===== config.mk =====
export PLATFORM = sky130hd
export DESIGN_NAME = lcdcs_top
export DESIGN_NICKNAME = d
export VERILOG_FILES = /design/src/design/lcdcs_pkg.sv /design/src/design/lcdcs_top.sv
export VERILOG_INCLUDE_DIRS = /design/src /design/src/design
export SDC_FILE = /design/constraint.sdc
export NUM_CORES = 1
export LEC_CHECK = 0
export ABC_AREA = 1
export BUFFER_PORTS_ARGS = -buffer_cell sky130_fd_sc_hd__buf_4
export CAP_MARGIN = 5
export CORE_UTILIZATION = 45
export DETAILED_ROUTE_END_ITERATION = 10
export PLACE_DENSITY = 0.69
export SKIP_CTS_REPAIR_TIMING = 1
export SLEW_MARGIN = 20
export SYNTH_ARGS = -nofsm -noshare
export SYNTH_HDL_FRONTEND = slang
export SYNTH_SLANG_ARGS = --single-unit

===== constraint.sdc =====
create_clock -name REF_CLK_I -period 1.95 [get_ports REF_CLK_I]
set_input_delay 0.2925 -clock REF_CLK_I [delete_from_list [all_inputs] [get_ports REF_CLK_I]]
set_output_delay 0.2925 -clock REF_CLK_I [all_outputs]
set_load 0.01 [all_outputs]

===== src/design/lcdcs_defs.svh =====
//----------------------------------------------------------------------
// Contract
//----------------------------------------------------------------------
// Contract
// - three clock sources: system clock /8192, timer1 crystal /32, lf oscillator /32.
// - the /8192 system clock divider is fixed; only the prescaler adjusts rate.
// - clock-select field at control bits 3:2 picks the source.
// - timer1 crystal and lf oscillator sources keep clocking during sleep.
// - 16-bit prescaler counter is not readable or writable by software.
// - four-bit prescale field selects frame clock division 1:1 to 1:16.
// - bias types: static two levels, half three levels, third four levels.
// - bias pin enable at bit 4 resets set; software clears it.
// - sleep-stop enable at bit 6: set stops in sleep, clear keeps running.
// - sleep with stop enable set halts at once and drives minimum voltage.
// - sleep with stop clear and sleep-capable clock keeps showing pixel data.
// - sleep operation only with lf oscillator or timer1 crystal sources.
// - pixel data stays frozen while the device sleeps.
// - module enable at bit 7 turns the block on, set last.
`ifndef LCDCS_DEFS_SVH
`define LCDCS_DEFS_SVH

// register byte offsets
`define LCDCS_OFS_CONTROL 8'h00
`define LCDCS_OFS_PRESCALE 8'h04
`define LCDCS_OFS_STATUS 8'h08
`define LCDCS_OFS_PIXEL 8'h0C

// control register fields
`define LCDCS_CTL_ON_BIT 7
`define LCDCS_CTL_SLPSTOP_BIT 6
`define LCDCS_CTL_BIASPIN_BIT 4
`define LCDCS_CTL_CS_HI 3
`define LCDCS_CTL_CS_LO 2
`define LCDCS_CTL_BIAS_HI 1
`define LCDCS_CTL_BIAS_LO 0

// reset values
`define LCDCS_CONTROL_RST 8'h13
`define LCDCS_PRESCALE_RST 4'h0
`define LCDCS_PIXEL_RST 8'h00

// divider counts
`define LCDCS_SYS_DIV 8192
`define LCDCS_OSC_DIV 32

`endif


===== src/design/lcdcs_pkg.sv =====
package lcdcs_pkg;

  // clock source select encodings
  typedef enum logic [1:0] {
    LCDCS_SRC_SYS = 2'b00,
    LCDCS_SRC_T1 = 2'b01,
    LCDCS_SRC_LF = 2'b10,
    LCDCS_SRC_LF2 = 2'b11
  } lcdcs_src_t;

  // bias configurations
  typedef enum logic [1:0] {
    LCDCS_BIAS_STATIC = 2'b00,
    LCDCS_BIAS_HALF = 2'b01,
    LCDCS_BIAS_THIRD = 2'b10,
    LCDCS_BIAS_THIRD2 = 2'b11
  } lcdcs_bias_t;

  // operating state of the driver
  typedef enum logic [1:0] {
    LCDCS_ST_OFF = 2'b00,
    LCDCS_ST_RUN = 2'b01,
    LCDCS_ST_SLEEP_RUN = 2'b10,
    LCDCS_ST_HALT = 2'b11
  } lcdcs_state_t;

endpackage


===== src/design/lcdcs_top.sv =====
// Decided for this implementation: the Wishbone register port and the placing of the registers.
`timescale 1ns/1ps
`default_nettype none
`include "lcdcs_defs.svh"

module lcdcs_top
  import lcdcs_pkg::*;
(
  input wire logic REF_CLK_I, // 250 MHz system clock
  input wire logic RST_N_I, // async power-on reset, active low
  input wire logic WB_CYC_I, // wishbone cycle
  input wire logic WB_STB_I, // wishbone strobe
  input wire logic WB_WE_I, // wishbone write enable
  input wire logic [7:0] WB_ADR_I, // wishbone byte address
  input wire logic [3:0] WB_SEL_I, // wishbone byte lanes
  input wire logic [31:0] WB_DAT_I, // wishbone write data
  output logic [31:0] WB_DAT_O, // wishbone read data
  output logic WB_ACK_O, // wishbone acknowledge
  input wire logic SLEEP_I, // core is in sleep, level
  input wire logic TIMER1_CRYSTAL_OSC_CLK_I, // timer1 crystal oscillator pin
  input wire logic LFOSC_CLK_I, // low-frequency internal oscillator
  output logic FRAME_TICK_O, // one-cycle frame clock pulse
  output logic [7:0] SEG_DATA_O, // displayed pixel data
  output logic SEG_MIN_O, // drive minimum lcd voltage
  output logic LOW_POWER_O, // low-current state
  output logic BIAS_PIN_EN_O, // bias voltage pins enabled
  output logic [1:0] BIAS_TYPE_O, // bias configuration
  output logic [2:0] BIAS_LEVELS_O // number of bias voltage levels
);

  //--------------------------------------------------------------------
  // registers
  //--------------------------------------------------------------------
  logic [7:0] ctl_ff;
  logic [3:0] frame_prescale_sel_ff;
  logic [7:0] pixel_ff;
  logic ack_ff;
  logic [31:0] rdat_ff;
  logic [2:0] osc_sync_ff [2];
  logic osc_lvl_ff [2];
  logic [12:0] sys_cnt_ff;
  logic [4:0] osc_cnt_ff [2];
  logic [1:0] src_act_ff;
  logic [15:0] pre_cnt_ff;
  logic frame_tick_ff;
  logic [7:0] seg_ff;
  logic seg_min_ff;
  lcdcs_state_t state_ff;
  lcdcs_state_t nxt_state;

  logic lcd_module_on;
  logic lcd_sleep_stop_en;
  logic bias_pin_enable;
  logic [1:0] clk_sel;
  logic bus_req;
  logic wr_en;
  logic [2:0] osc_tick;
  logic sys_tick;
  logic src_tick;
  logic pre_wrap;
  logic running;

  // true when the selected source may keep running in sleep
  function automatic logic sleep_capable(input logic [1:0] sel);
    sleep_capable = (lcdcs_src_t'(sel) != LCDCS_SRC_SYS);
  endfunction

  // true when the current settings let the block operate
  function automatic logic may_run(input logic on, input logic slp,
                                   input logic stop, input logic [1:0] sel);
    may_run = on & (~slp | (~stop & sleep_capable(sel)));
  endfunction

  assign lcd_module_on = ctl_ff[`LCDCS_CTL_ON_BIT];
  assign lcd_sleep_stop_en = ctl_ff[`LCDCS_CTL_SLPSTOP_BIT];
  assign bias_pin_enable = ctl_ff[`LCDCS_CTL_BIASPIN_BIT];
  assign clk_sel = ctl_ff[`LCDCS_CTL_CS_HI:`LCDCS_CTL_CS_LO];

  //--------------------------------------------------------------------
  // wishbone slave
  //--------------------------------------------------------------------
  // one wait state: ack comes one edge after the request is seen
  assign bus_req = WB_CYC_I & WB_STB_I & ~ack_ff;
  // writes land at the acknowledge edge, the one edge at which the master samples ack
  assign wr_en = WB_CYC_I & WB_STB_I & ack_ff & WB_WE_I & WB_SEL_I[0];

  // acknowledge every address; unmapped ones read zero and drop writes
  always_ff @(posedge REF_CLK_I or negedge RST_N_I)
  begin
    if (!RST_N_I)
      ack_ff <= 1'b0;
    else
      ack_ff <= bus_req;
  end

  // read data captured with the acknowledge; the prescaler never shows
  always_ff @(posedge REF_CLK_I or negedge RST_N_I)
  begin
    if (!RST_N_I)
      rdat_ff <= 32'h0000_0000;
    else if (bus_req)
    begin
      case (WB_ADR_I)
        `LCDCS_OFS_CONTROL: rdat_ff <= {24'h00_0000, ctl_ff[7:6], 1'b0, ctl_ff[4:0]};
        `LCDCS_OFS_PRESCALE: rdat_ff <= {28'h000_0000, frame_prescale_sel_ff};
        `LCDCS_OFS_STATUS: rdat_ff <= {26'h000_0000, src_act_ff, 2'b00, state_ff};
        `LCDCS_OFS_PIXEL: rdat_ff <= {24'h00_0000, pixel_ff};
        default: rdat_ff <= 32'h0000_0000;
      endcase
    end
  end

  assign WB_DAT_O = rdat_ff;
  assign WB_ACK_O = ack_ff;

  // control register; bias pins come up enabled after power-on
  always_ff @(posedge REF_CLK_I or negedge RST_N_I)
  begin
    if (!RST_N_I)
      ctl_ff <= `LCDCS_CONTROL_RST;
    else if (wr_en && WB_ADR_I == `LCDCS_OFS_CONTROL)
      ctl_ff <= {WB_DAT_I[7:6], 1'b0, WB_DAT_I[4:0]};
  end

  // prescale field, only handle software has on the prescaler
  always_ff @(posedge REF_CLK_I or negedge RST_N_I)
  begin
    if (!RST_N_I)
      frame_prescale_sel_ff <= `LCDCS_PRESCALE_RST;
    else if (wr_en && WB_ADR_I == `LCDCS_OFS_PRESCALE)
      frame_prescale_sel_ff <= WB_DAT_I[3:0];
  end

  // pixel data; the core cannot write it while asleep
  always_ff @(posedge REF_CLK_I or negedge RST_N_I)
  begin
    if (!RST_N_I)
      pixel_ff <= `LCDCS_PIXEL_RST;
    else if (wr_en && WB_ADR_I == `LCDCS_OFS_PIXEL && !SLEEP_I)
      pixel_ff <= WB_DAT_I[7:0];
  end

  //--------------------------------------------------------------------
  // clock sources
  //--------------------------------------------------------------------
  // fixed system clock divider, no software access to its ratio
  always_ff @(posedge REF_CLK_I or negedge RST_N_I)
  begin
    if (!RST_N_I)
      sys_cnt_ff <= 13'h0000;
    else
      sys_cnt_ff <= sys_cnt_ff + 13'h0001;
  end
  assign sys_tick = (sys_cnt_ff == 13'(`LCDCS_SYS_DIV - 1));

  // oscillator pins pass three flops before any counter sees them
  generate
    for (genvar g = 0; g < 2; g++)
    begin : g_osc
      logic osc_pin;
      logic osc_edge;
      assign osc_pin = (g == 0) ? TIMER1_CRYSTAL_OSC_CLK_I : LFOSC_CLK_I;
      // a rising change counts once the second and third flops both show it
      assign osc_edge = osc_sync_ff[g][1] & osc_sync_ff[g][2] & ~osc_lvl_ff[g];

      always_ff @(posedge REF_CLK_I or negedge RST_N_I)
      begin
        if (!RST_N_I)
          osc_sync_ff[g] <= 3'b000;
        else
          osc_sync_ff[g] <= {osc_sync_ff[g][1:0], osc_pin};
      end

      // filtered level; it follows only when the second and third flops agree
      always_ff @(posedge REF_CLK_I or negedge RST_N_I)
      begin
        if (!RST_N_I)
          osc_lvl_ff[g] <= 1'b0;
        else if (osc_sync_ff[g][1] == osc_sync_ff[g][2])
          osc_lvl_ff[g] <= osc_sync_ff[g][2];
      end

      // divide by 32 in rising edges of the oscillator
      always_ff @(posedge REF_CLK_I or negedge RST_N_I)
      begin
        if (!RST_N_I)
          osc_cnt_ff[g] <= 5'h00;
        else if (osc_edge)
          osc_cnt_ff[g] <= osc_cnt_ff[g] + 5'h01;
      end

      assign osc_tick[g] = osc_edge && osc_cnt_ff[g] == 5'(`LCDCS_OSC_DIV - 1);
    end
  endgenerate
  assign osc_tick[2] = sys_tick;

  // source mux on the active select; code 11 also picks the lf oscillator
  always_comb
  begin
    case (lcdcs_src_t'(src_act_ff))
      LCDCS_SRC_SYS: src_tick = osc_tick[2];
      LCDCS_SRC_T1: src_tick = osc_tick[0];
      default: src_tick = osc_tick[1];
    endcase
  end

  //--------------------------------------------------------------------
  // prescaler and frame clock
  //--------------------------------------------------------------------
  assign running = (state_ff == LCDCS_ST_RUN) || (state_ff == LCDCS_ST_SLEEP_RUN);
  assign pre_wrap = src_tick && pre_cnt_ff >= {12'h000, frame_prescale_sel_ff};

  // 16-bit counter, wraps after field+1 source ticks; hidden from software
  always_ff @(posedge REF_CLK_I or negedge RST_N_I)
  begin
    if (!RST_N_I)
      pre_cnt_ff <= 16'h0000;
    else if (!running)
      pre_cnt_ff <= 16'h0000;
    else if (pre_wrap)
      pre_cnt_ff <= 16'h0000;
    else if (src_tick)
      pre_cnt_ff <= pre_cnt_ff + 16'h0001;
  end

  // the select is adopted only at a prescaler wrap or while stopped,
  // so a source change never cuts a frame period short
  always_ff @(posedge REF_CLK_I or negedge RST_N_I)
  begin
    if (!RST_N_I)
      src_act_ff <= 2'b00;
    else if (!running || pre_wrap)
      src_act_ff <= clk_sel;
  end

  // frame tick pulse, one cycle per prescaler wrap; a wrap in the cycle
  // of a stop is dropped so no pulse appears once halted
  always_ff @(posedge REF_CLK_I or negedge RST_N_I)
  begin
    if (!RST_N_I)
      frame_tick_ff <= 1'b0;
    else
      frame_tick_ff <= running & pre_wrap &
                       ((nxt_state == LCDCS_ST_RUN) || (nxt_state == LCDCS_ST_SLEEP_RUN));
  end

  //--------------------------------------------------------------------
  // operating state
  //--------------------------------------------------------------------
  // halt takes the live select, so an unsafe source stops at once in sleep
  always_comb
  begin
    case (state_ff)
      LCDCS_ST_OFF,
      LCDCS_ST_RUN,
      LCDCS_ST_SLEEP_RUN,
      LCDCS_ST_HALT:
      begin
        if (!lcd_module_on)
          nxt_state = LCDCS_ST_OFF;
        else if (!may_run(lcd_module_on, SLEEP_I, lcd_sleep_stop_en, clk_sel))
          nxt_state = LCDCS_ST_HALT;
        else if (SLEEP_I)
          nxt_state = LCDCS_ST_SLEEP_RUN;
        else
          nxt_state = LCDCS_ST_RUN;
      end
      default: nxt_state = LCDCS_ST_OFF;
    endcase
  end

  always_ff @(posedge REF_CLK_I or negedge RST_N_I)
  begin
    if (!RST_N_I)
      state_ff <= LCDCS_ST_OFF;
    else
      state_ff <= nxt_state;
  end

  // segment drive: pixel data while running, minimum level otherwise
  always_ff @(posedge REF_CLK_I or negedge RST_N_I)
  begin
    if (!RST_N_I)
    begin
      seg_ff <= 8'h00;
      seg_min_ff <= 1'b1;
    end
    else if (nxt_state == LCDCS_ST_RUN || nxt_state == LCDCS_ST_SLEEP_RUN)
    begin
      seg_ff <= pixel_ff;
      seg_min_ff <= 1'b0;
    end
    else
    begin
      seg_ff <= 8'h00;
      seg_min_ff <= 1'b1;
    end
  end

  //--------------------------------------------------------------------
  // outputs
  //--------------------------------------------------------------------
  assign FRAME_TICK_O = frame_tick_ff;
  assign SEG_DATA_O = seg_ff;
  assign SEG_MIN_O = seg_min_ff;
  assign LOW_POWER_O = (state_ff == LCDCS_ST_HALT) & SLEEP_I;
  assign BIAS_PIN_EN_O = bias_pin_enable;
  assign BIAS_TYPE_O = ctl_ff[`LCDCS_CTL_BIAS_HI:`LCDCS_CTL_BIAS_LO];

  // level count per bias type
  always_comb
  begin
    case (lcdcs_bias_t'(BIAS_TYPE_O))
      LCDCS_BIAS_STATIC: BIAS_LEVELS_O = 3'd2;
      LCDCS_BIAS_HALF: BIAS_LEVELS_O = 3'd3;
      default: BIAS_LEVELS_O = 3'd4;
    endcase
  end

endmodule
`default_nettype wire


==> impl_metrics.tcl <==
set metrics [dict create \
    yosysTopAreaCell "dfrtp_1" \
    yosysUniqueCellTypes 33 \
    areaGrowthSynthToFinish_pct 16.0 \
    status "completed" \
    worstSkewPairLatency_ps 350 \
    crit_chain "ha_1 > nand2_1 > nor2_1 > ha_1 > nand4_2 > nand3_4 > nor2_4 > inv_4 > nor2_1" \
    cellPowerDensity_nw_per_um2 806 \
    wl_um 7790 \
    hpwl_um 5740 \
    gr-total-overflow 0 \
    final_area_um2 4830 \
    start_kind "flip-flop" \
    cp_num_buf_inv 1 \
    cts_made_buffers 9 \
    worstRegToRegCells 9 \
    core_area_um2 8850 \
    synth_common_cells "nand2_1 (87), dfrtp_1 (85), inv_1 (64), buf_4 (26), nor2_1 (23)" \
    placedCellCount 588 \
    diodes 0 \
    first_pass_iters 6 \
    skew_ps 13.0 \
    io_buffers 50 \
    antenna_left 0 \
    setup_tns_ps 0 \
    syn_inst 432 \
    max_slew.worst_pin.slew_ps 574 \
    end_kind "flip-flop" \
    synth-edff-count 0 \
    die-area_um2 9650 \
    timing.rr.end "pre_cnt_ff[8]$_DFFE_PN0P_" \
    regArea_um2 2230 \
    place_congestion 0.798 \
    final_util 0.546 \
    wl_per_cell_um 12.9 \
    cts_tree "yes" \
    min_from "LFOSC_CLK_I" \
    clk_pin_slew_worst_paths_ps 80 \
    maxSlewHeadroom 0.617 \
    cts_root_buf "clkbuf_8" \
    htree_levels 3 \
    detailedPlace.worstSlack_ps 270 \
    via_per_inst 4.79 \
    yosysMostFrequentCell "nand2_1" \
    crit_path_max_incr_delay_ps 410 \
    drc_errors 0 \
    fin_nets 557 \
    synth.top_cells.by_area "dfrtp_1 (51%), nand2_1 (7.8%), inv_1 (5.8%), buf_4 (4.7%), ha_1 (3.9%)" \
    grt_pass1_vias 2945 \
    start_util 0.471 \
    nFillCells 810 \
    syn_area_um2 4170 \
    cp_slowest_cell "dfrtp_1" \
    path_delay_family "simple AND/OR/NAND/NOR gates" \
    grtUsageMet1 0.237 \
    cts_buffer_depth 2 \
    ios 102 \
    rsz0062_at_grt "no" \
    finalWorstSetupSlack_ps 255 \
    leakagePower_nw 2.49 \
    dr_total_vias 2898 \
    maxCapViolCount 0 \
    r2r_start "osc_cnt_ff[5]$_DFFE_PN0N_" \
    grt_pass1_wl_um 13600 \
    drtIter0Drc 113 \
    finalPower_mw 3.89 \
    clock-sinks 89 \
    post-route-period-util 0.869 \
    die_h_um 98.2 \
    gr-usage-all-layers 0.180 \
    fin_crit_ps 1700 \
    min_path_type "in2reg" \
    grt_use_met3 0.0544 \
    r2r_setup_slack_ps 250 \
    hold_end "osc_sync_ff[0]$_DFF_PN0_" \
    drive_gt1_frac 0.223 \
    yosysWarnings 0 \
    fp-row-count 34 \
    top_usage_layer "met2" \
    criticalPathCategory "reg2reg" \
    setup_viol 0 \
    grt_max_degree 46 \
    cp_max_fo 11 \
    slew_violations 0 \
    dpl-instance-area_um2 4590 \
    grt_antenna_before_repair 0 \
    crit_required_ps 2230 \
    whs_path_depth 1 \
    holdWs_ps 51.5 \
    async_reset_ff_frac 1.00 \
    synth_top_cell_area_share 0.510 \
    ir_drop_v 0.000416 \
    syn_avg_cell_area_um2 9.65 \
    use_met2 0.286 \
    dominantRegCellSynth "dfrtp_1" \
    multi_input_area_um2 1540 \
    yosysSeqAreaShare 0.536 \
    finalHoldViolations 0 \
    cp.arrival_ps 1980 \
    synth_seq_cells 89 \
    layoutNonFillerInstCount 605 \
    max_freq_mhz 590 \
    fp.dieW_um 98.2 \
]
==> routing by layer <==
layer / vias up / wire length, um
met3: 8 / 366
li1: 1424 / -
met2: 63 / 3750
met5: - / 0
met4: 0 / 121
met1: 1403 / 3550
==> worst max-delay path by stage <==
stage / start / to / slack (ps) / cells past startpoint
finish: osc_cnt_ff[5]$_DFFE_PN0N_ / pre_cnt_ff[8]$_DFFE_PN0P_ / 250 / 9
global route: osc_cnt_ff[0]$_DFFE_PN0P_ / pre_cnt_ff[9]$_DFFE_PN0P_ / 100 / 9
CTS: osc_cnt_ff[5]$_DFFE_PN0N_ / pre_cnt_ff[14]$_DFFE_PN0P_ / 240 / 9
detailed placement: osc_cnt_ff[0]$_DFFE_PN0P_ / pre_cnt_ff[8]$_DFFE_PN0P_ / 270 / 9
global placement: osc_cnt_ff[5]$_DFFE_PN0N_ / pre_cnt_ff[8]$_DFFE_PN0P_ / 320 / 9
floorplan: osc_cnt_ff[0]$_DFFE_PN0P_ / pre_cnt_ff[11]$_DFFE_PN0P_ / 390 / 10
==> registers in the layout, summed over array words and instances (netlist names) <==
| register | cells |
|---|---|
| SEG_MIN_O | 1 |
| sys_cnt_ff | 13 |
| osc_lvl_ff | 2 |
| pixel_ff | 8 |
| frame_prescale_sel_ff | 4 |
| SEG_DATA_O | 8 |
| src_act_ff | 2 |
| state_ff | 2 |
| ctl_ff | 7 |
| WB_DAT_O | 8 |
| FRAME_TICK_O | 1 |
| osc_cnt_ff | 10 |
| osc_sync_ff | 6 |
| pre_cnt_ff | 16 |
| WB_ACK_O | 1 |
==> cell usage in the layout (no fill, tap or decap), drive strengths merged <==
cell	count
nor4	1
o211ai	3
xor2	15
o21ai	25
ha	13
a21oi	4
nor3	8
clkinvlp	2
nand3	27
nand2	89
mux2	3
bufinv	3
conb	24
dfstp	4
o22ai	2
clkbuf	11
dfrtp	85
buf	55
xnor2	5
nand4	10
nor2	40
inv	67
dlygate4sd3	1
==> power by group <==
part           total (mW)  switching (mW)  internal (mW)
registers            2.03          0.0768           1.95
logic               0.366           0.219          0.147
clock network        1.50           0.645          0.853
total                3.89           0.940           2.95
==> logic make-up (layout without fill, tap and decap cells) <==
logic type / Yosys count / count (layout) / synth area share
multiplexers: 3 / 3 / 0.00811
AO/OA/AOI/OAI: 34 / 34 / 0.0432
buffers and inverters: 97 / 139 / 0.116
flip-flops: 89 / 89 / 0.536
XOR/XNOR: 20 / 20 / 0.0420
other: 1 / 24 / 0.000900
AND/OR/NAND/NOR: 175 / 175 / 0.216
adder cells (fa/ha/maj): 13 / 13 / 0.0390
==> worst register-to-register path, cell delays in order (launching register included) <==
cell	delay, ps
dfrtp_1	410
ha_1	230
nand2_1	60
nor2_1	40
ha_1	180
nand4_2	110
nand3_4	130
nor2_4	220
inv_4	130
nor2_1	100
==> layout make-up <==
type / instances / area share
multi-input cells: 269 / 0.319
flip-flops and latches: 89 / 0.462
clock buffers: 11 / 0.0272
clock inverters: 5 / 0.0217
well taps: 108 / 0.0280
inverters: 67 / 0.0525
repair buffers: 56 / 0.0901
Power figures use the tool's default switching activity.
